===== src/verilog/dds_pkg.sv =====
// constants and types shared by both ends of the serial converter link
//
// Notes on behaviour
// - data valid and sampled at falling clock
// - host drops frame select before shifting
// - byte hosts keep frame select low between bytes
// - words go most significant bit first
// - bit twelve zero routes word to A
// - host raises frame select after sixteen bits
// - frame select high gap between two words
// - strobe low: update on sixteenth edge
// - strobe tied low means automatic update
// - strobe falling edge loads both outputs
// - host strobes only after both latches loaded; here it strobes after any word with bit sixteen set
// - top three bits ignored; one picks B
// - format high twos complement, low offset
package dds_pkg;
	// =========================================================
	// word layout
	localparam int WORD_BITS = 16;
	localparam int CODE_BITS = 12;
	localparam int SEL_POS = 12;
	localparam int CODE_MSB = CODE_BITS - 1;
	localparam logic [CODE_BITS-1:0] CODE_MSB_MASK = 12'h0800;
	localparam logic [3:0] LAST_BIT_CNT = 4'h000f;
	// =========================================================
	// host timing, in system clock cycles and link clock periods; device strobe filter idle value
	localparam int SCLK_HALF_CYC = 3;
	localparam logic [4:0] LOAD_LOW_PERIODS = 5'h0004;
	localparam logic [2:0] SYNC_IDLE = 3'h0007;
	// =========================================================
	// host sequencer
	typedef enum logic [1:0] {
		DDS_IDLE,
		DDS_SHIFT,
		DDS_GAP,
		DDS_LOAD
	} dds_state_t;
endpackage

===== src/verilog/dds_link_if.sv =====
// three-wire serial link plus load strobe between host and converter
interface dds_link_if;
	logic sclk;
	logic sdata;
	logic frame_n;
	logic output_load_strobe_n;
	modport host (
		output sclk,
		output sdata,
		output frame_n,
		output output_load_strobe_n
	);
	modport device (
		input sclk,
		input sdata,
		input frame_n,
		input output_load_strobe_n
	);
endinterface


===== src/verilog/dds_host.sv =====
// word fifo and serial host end that drives the converter link
module dds_fifo
	import dds_pkg::*;
#(
	parameter int WIDTH = 17,
	parameter int DEPTH = 32
) (
	input wire logic sys_clk,
	input wire logic rst,
	input wire logic in_valid,
	output logic in_ready,
	input wire logic [WIDTH-1:0] in_data,
	output logic out_valid,
	input wire logic out_ready,
	output logic [WIDTH-1:0] out_data
);
	localparam int AW = $clog2(DEPTH);
	typedef struct packed {
		logic [DEPTH-1:0][WIDTH-1:0] mem;
		logic [AW:0] wr;
		logic [AW:0] rd;
		logic ready;
	} dds_fifo_st_t;
	dds_fifo_st_t s_r, s_nxt;
	logic full, empty;
	assign empty = (s_r.wr == s_r.rd);
	// ready kept in a flop so the push side never sees a raw compare
	assign full = !s_r.ready;
	assign in_ready = s_r.ready;
	assign out_valid = !empty;
	assign out_data = s_r.mem[s_r.rd[AW-1:0]];
	always_comb begin
		s_nxt = s_r;
		if (in_valid && !full) begin
			s_nxt.mem[s_r.wr[AW-1:0]] = in_data;
			s_nxt.wr = s_r.wr + 1'b1;
		end
		if (out_ready && !empty) begin
			s_nxt.rd = s_r.rd + 1'b1;
		end
		if (rst) begin
			s_nxt.wr = '0;
			s_nxt.rd = '0;
		end
		s_nxt.ready = (s_nxt.wr[AW-1:0] != s_nxt.rd[AW-1:0]) ||
			(s_nxt.wr[AW] == s_nxt.rd[AW]);
	end
	always_ff @(posedge sys_clk) begin
		s_r <= s_nxt;
	end
endmodule // dds_fifo

module dds_host
	import dds_pkg::*;
#(
	parameter int HALF_CYC = SCLK_HALF_CYC,
	parameter int DEPTH = 32
) (
	input wire logic sys_clk,
	input wire logic rst,
	input wire logic word_valid,
	output logic word_ready,
	input wire logic [WORD_BITS:0] word_data,
	input wire logic hold_load_low,
	output logic busy_r,
	dds_link_if.host lnk
);
	typedef struct packed {
		logic [7:0] div;
		logic sclk;
		logic frame_n;
		logic sdata;
		logic load_n;
		dds_state_t state;
		logic [4:0] bitn;
		logic [WORD_BITS:0] word;
		logic busy;
	} dds_host_st_t;
	dds_host_st_t s_r, s_nxt;
	logic f_valid, f_ready, wrap, rise;
	logic [WORD_BITS:0] f_data;

	dds_fifo #(.WIDTH(WORD_BITS + 1), .DEPTH(DEPTH)) u_fifo (
		.sys_clk(sys_clk),
		.rst(rst),
		.in_valid(word_valid),
		.in_ready(word_ready),
		.in_data(word_data),
		.out_valid(f_valid),
		.out_ready(f_ready),
		.out_data(f_data)
	);

	// =========================================================
	// free running divider; bits change on rising edges only
	assign wrap = (s_r.div == 8'(HALF_CYC - 1));
	assign rise = wrap && !s_r.sclk;
	assign f_ready = rise && (s_r.state == DDS_IDLE);

	always_comb begin
		s_nxt = s_r;
		s_nxt.div = wrap ? 8'h0000 : s_r.div + 8'h0001;
		if (wrap) begin
			s_nxt.sclk = !s_r.sclk;
		end
		if (rise) begin
			unique case (s_r.state)
				DDS_IDLE: begin
					// strobe may only fall while frame select is high
					if (!f_valid || !hold_load_low) begin
						s_nxt.load_n = !hold_load_low;
					end
					if (f_valid) begin
						s_nxt.word = f_data;
						s_nxt.frame_n = 1'b0;
						s_nxt.sdata = f_data[WORD_BITS-1];
						s_nxt.bitn = 5'(WORD_BITS - 1);
						s_nxt.state = DDS_SHIFT;
					end
				end
				DDS_SHIFT: begin
					if (s_r.bitn == 5'h0000) begin
						s_nxt.frame_n = 1'b1;
						s_nxt.state = DDS_GAP;
					end else begin
						s_nxt.bitn = s_r.bitn - 5'h0001;
						s_nxt.sdata = s_r.word[s_r.bitn - 5'h0001];
					end
				end
				DDS_GAP: begin
					if (s_r.word[WORD_BITS] && !hold_load_low) begin
						s_nxt.load_n = 1'b0;
						s_nxt.bitn = LOAD_LOW_PERIODS;
						s_nxt.state = DDS_LOAD;
					end else begin
						s_nxt.load_n = !hold_load_low;
						s_nxt.state = DDS_IDLE;
					end
				end
				DDS_LOAD: begin
					// held several periods so the device filter sees it
					if (s_r.bitn == 5'h0000) begin
						s_nxt.load_n = 1'b1;
						s_nxt.state = DDS_IDLE;
					end else begin
						s_nxt.bitn = s_r.bitn - 5'h0001;
					end
				end
			endcase
		end
		s_nxt.busy = (s_nxt.state != DDS_IDLE) || f_valid;
		if (rst) begin
			s_nxt = '0;
			s_nxt.frame_n = 1'b1;
			s_nxt.load_n = 1'b1;
			s_nxt.state = DDS_IDLE;
		end
	end

	always_ff @(posedge sys_clk) begin
		s_r <= s_nxt;
	end

	assign lnk.sclk = s_r.sclk;
	assign lnk.sdata = s_r.sdata;
	assign lnk.frame_n = s_r.frame_n;
	assign lnk.output_load_strobe_n = s_r.load_n;
	assign busy_r = s_r.busy;
endmodule // dds_host


===== src/flat_wrapper.sv =====
// flat-port wrapper written by rule: the top's interface ports become plain ports
module dds_host_flat import dds_pkg::*;
#(
	parameter int HALF_CYC = SCLK_HALF_CYC,
	parameter int DEPTH = 32
)
  (sys_clk, rst, word_valid, word_ready, word_data, hold_load_low, busy_r, lnk_sclk, lnk_sdata, lnk_frame_n, lnk_output_load_strobe_n);
  dds_link_if lnk_i ();
  input wire logic sys_clk;
  input wire logic rst;
  input wire logic word_valid;
  output logic word_ready;
  input wire logic [WORD_BITS:0] word_data;
  input wire logic hold_load_low;
  output logic busy_r;
  output wire logic [$bits(lnk_i.sclk)-1:0] lnk_sclk;
  output wire logic [$bits(lnk_i.sdata)-1:0] lnk_sdata;
  output wire logic [$bits(lnk_i.frame_n)-1:0] lnk_frame_n;
  output wire logic [$bits(lnk_i.output_load_strobe_n)-1:0] lnk_output_load_strobe_n;
  assign lnk_sclk = lnk_i.sclk;
  assign lnk_sdata = lnk_i.sdata;
  assign lnk_frame_n = lnk_i.frame_n;
  assign lnk_output_load_strobe_n = lnk_i.output_load_strobe_n;
  dds_host #(.HALF_CYC(HALF_CYC), .DEPTH(DEPTH)) u_core (.sys_clk(sys_clk), .rst(rst), .word_valid(word_valid), .word_ready(word_ready), .word_data(word_data), .hold_load_low(hold_load_low), .busy_r(busy_r), .lnk(lnk_i));
endmodule

===== config.mk =====
export PLATFORM = sky130hd
export DESIGN_NAME = dds_host_flat
export DESIGN_NICKNAME = d
export VERILOG_FILES = /design/src/verilog/dds_pkg.sv /design/src/verilog/dds_link_if.sv /design/src/verilog/dds_host.sv /design/src/flat_wrapper.sv
export SDC_FILE = /design/constraint.sdc
export NUM_CORES = 1
export LEC_CHECK = 0
export BUFFER_PORTS_ARGS = -buffer_cell sky130_fd_sc_hd__buf_2
export CAP_MARGIN = 0
export CORE_AREA = 2 2 224 226
export DETAILED_ROUTE_END_ITERATION = 16
export DIE_AREA = 0 0 226 228
export HOLD_SLACK_MARGIN = 0.02
export MAX_ROUTING_LAYER = met4
export RECOVER_POWER = 50
export SETUP_SLACK_MARGIN = 0.2
export SLEW_MARGIN = 15
export SYNTH_ARGS = -nofsm -noshare
export SYNTH_HDL_FRONTEND = slang
export SYNTH_SLANG_ARGS = --single-unit

===== constraint.sdc =====
create_clock -name sys_clk -period 3 [get_ports sys_clk]
set_input_delay 0.3 -clock sys_clk [delete_from_list [all_inputs] [get_ports sys_clk]]
set_output_delay 0.3 -clock sys_clk [all_outputs]
set_load 0.01 [all_outputs]

==> metrics <==
Max-Cap Viols 3; area of the multi-input gates 0.005779 mm^2; TritonCTS buffer count 59; Max Clk Rate 382.7 MHz; first-pass GRT wire length 76.48 mm; reg2reg path depth 7; setup tns final 0 ns; Setup WS post-layout 0.3870 ns; Clock Tree Buf Depth 3; clk sink count 594; FF-to-FF Start u_core.s_r[18]; Vias 11,170; Seq. cell area 0.01735 mm^2; Total GRT Usage 21.41%; syn avg cell area 20.78 um^2; area delta synth->final 14.47%; CP Max Fanout 9; I/O Pins 27; top cell type's share of synthesized area 69.99%; Post-synth EDFFs 544; Slew @ Worst Pin 1.536 ns; total length of routed wires 51.95 mm; DR pass1 iterations 5; Post-Syn Nets 1,153; largest area contributor in the netlist edfxtp_1; Clock Skew 0.01277 ns; synthesized area 0.02334 mm^2; min cycle time layout 2.613 ns; CP Data Arrival Time 3.09 ns; static leakage 8.157 nW; Critical Path RT 3.48 ns; worst r2r dst u_core.lnk.sdata; layout cells sized above 1 29.25%; internal reg-to-reg setup slack 0.39 ns; Total Nets Final 1,244; commonest non-fill, non-tap cells in the layout edfxtp_1 (544), mux4_2 (166), clkbuf_16 (59); fin area 0.02672 mm^2; site row count 82; insertion delay of the later-clocked pin in the worst-skew pair 0.61 ns; DIE HEIGHT 228 um; Avg Vias per Cell 5.785; hold slack 0.07725 ns; CP Capture Point u_core.lnk.sdata; Final Slew Violations 66; pre-CTS WS 0.3352 ns; final setup violating endpoints 0; GP Congestion 0.7851; Fin. Hold Viols 0; # placed instances 1,823; Crit Path Category reg2reg; violated checks max-capacitance violations, max-slew violations; Yosys cell types 51; RSZ-0062 raised after global routing false; vias in the first global route 11,280; core area 0.04935 mm^2; Crit. End Element register; Antenna Nets Post-Route 0; main flop type after synthesis edfxtp_1; die area 0.05153 mm^2; GRT overflow 0; Final Instance Count excl. Fillers 1,930; Mapped Cells 1,123; H-tree depth 2; die width 226 um; fill count 3,764; max_slew headroom -2.376%; fraction of registers with async set/reset 0%; DRC violations left 0; WL per Instance 26.92 um; initial antenna violation count 0; power density cells 653.1 mW/mm^2; total power 17.45 mW; CTS tree built; largest net degree at the start of global routing 57; antenna cells 0; Hold-fix buffers, CTS 0; Port Buffers 26; Initial DRC Count 1,008; DP HPWL 31.05 mm; outcome finished with violations; top cells by area, synth edfxtp_1 (70%), mux4_2 (16%), dfxtp_1 (4.3%), nor2_1 (1.4%), mux2i_1 (0.99%); Placed Instance Area 0.02482 mm^2; initial core utilization 47.29%; flops & latches, synth 594; Final period util 87.10%; worst hold path class in2reg; Critical path origin u_core.s_r[18]; fin util 54.14%; Peak supply drop 0.4277 mV; Startpoint Class register; commonest non-fill, non-tap cell in the layout edfxtp_1; sequential share of the synthesized area 74.28%; synth warn 0; clock tree root driver cell clkbuf_16; Clock transition at path regs 0.07 ns
-- cell families after synthesis --
kind of cell / count (synthesis) / synth area share [%]
DFF: 594 / 74.28
adders and majority gates: 9 / 0.4825
and+or+nand+nor: 160 / 3.249
muxes: 201 / 17.58
buffers and inverters: 67 / 1.372
AOI/OAI and AO/OA: 63 / 1.887
xor gates and xnor gates: 29 / 1.147
-- per-layer routing --
metal	track usage [%]	routed length [um]	vias up	part of all wire (%)
met1	30.43	22940	5975	44
met4	5.608	1044	0	2.0
met3	2.937	2624	73	5.1
met5	-	0	-	0
li1	-	-	4810	-
met2	33.04	25330	307	49
-- where the power goes --
part,internal [mW],switching [mW],leakage [nW]
registers,9.13,0.0675,5.31
logic,0.436,0.557,1.92
clock network,4.25,3.01,0.925
-- cells in the mapped netlist, drive strengths merged, types with 11 or more instances --
cell	number
a211oi	20
a21oi	11
buf	37
clkbuf	22
dfxtp	50
edfxtp	544
mux2	12
mux2i	23
mux4	166
nand2	25
nor2	85
xor2	19
-- worst max-delay path, cell delays in order (launching register included) --
cell      delay, ns
dfxtp_1        0.63
inv_1          0.13
ha_1           0.25
xor2_1         0.43
nor3_1         0.12
or4b_2         0.62
o22ai_1        0.22
a211oi_1       0.09
-- registers in the layout (all words and copies together), names as in the netlist, named ones only --
register	cells
u_core.lnk.sclk	1
u_core.lnk.output_load_strobe_n	1
u_core.lnk.frame_n	1
u_core.busy_r	1
u_core.u_fifo.s_r	556
u_core.u_fifo.in_ready	1
u_core.s_r	31
u_core.lnk.sdata	1
-- final cells by class --
class | instances | area share, %
multi-input combinational | 462 | 21.63
sequential | 594 | 64.93
tap | 672 | 3.147
timing repair buffer | 89 | 3.086
clock buffer | 73 | 5.798
inverter | 8 | 0.1124
clock inverter | 32 | 1.292
-- worst min-delay path by stage --
stage,cells after the start,from,to,slack [ns]
floorplan,0,word_data[2],u_core.u_fifo.s_r[100],0.40
detailed placement,2,u_core.lnk.sclk,u_core.lnk.sclk,0.47
CTS,2,rst,u_core.u_fifo.s_r[11],0.06
global route,2,rst,u_core.u_fifo.s_r[11],0.08
global placement,2,u_core.lnk.sclk,u_core.lnk.sclk,0.46
finish,2,rst,u_core.u_fifo.s_r[2],0.08
-- timing repair --
item | CTS | global route
endpoints found under the setup margin | 0 | 18
buffers inserted | 0 | 2
gates resized for setup | 0 | 2
hold endpoints to repair | 0 | 0
Power figures use the tool's default switching activity.
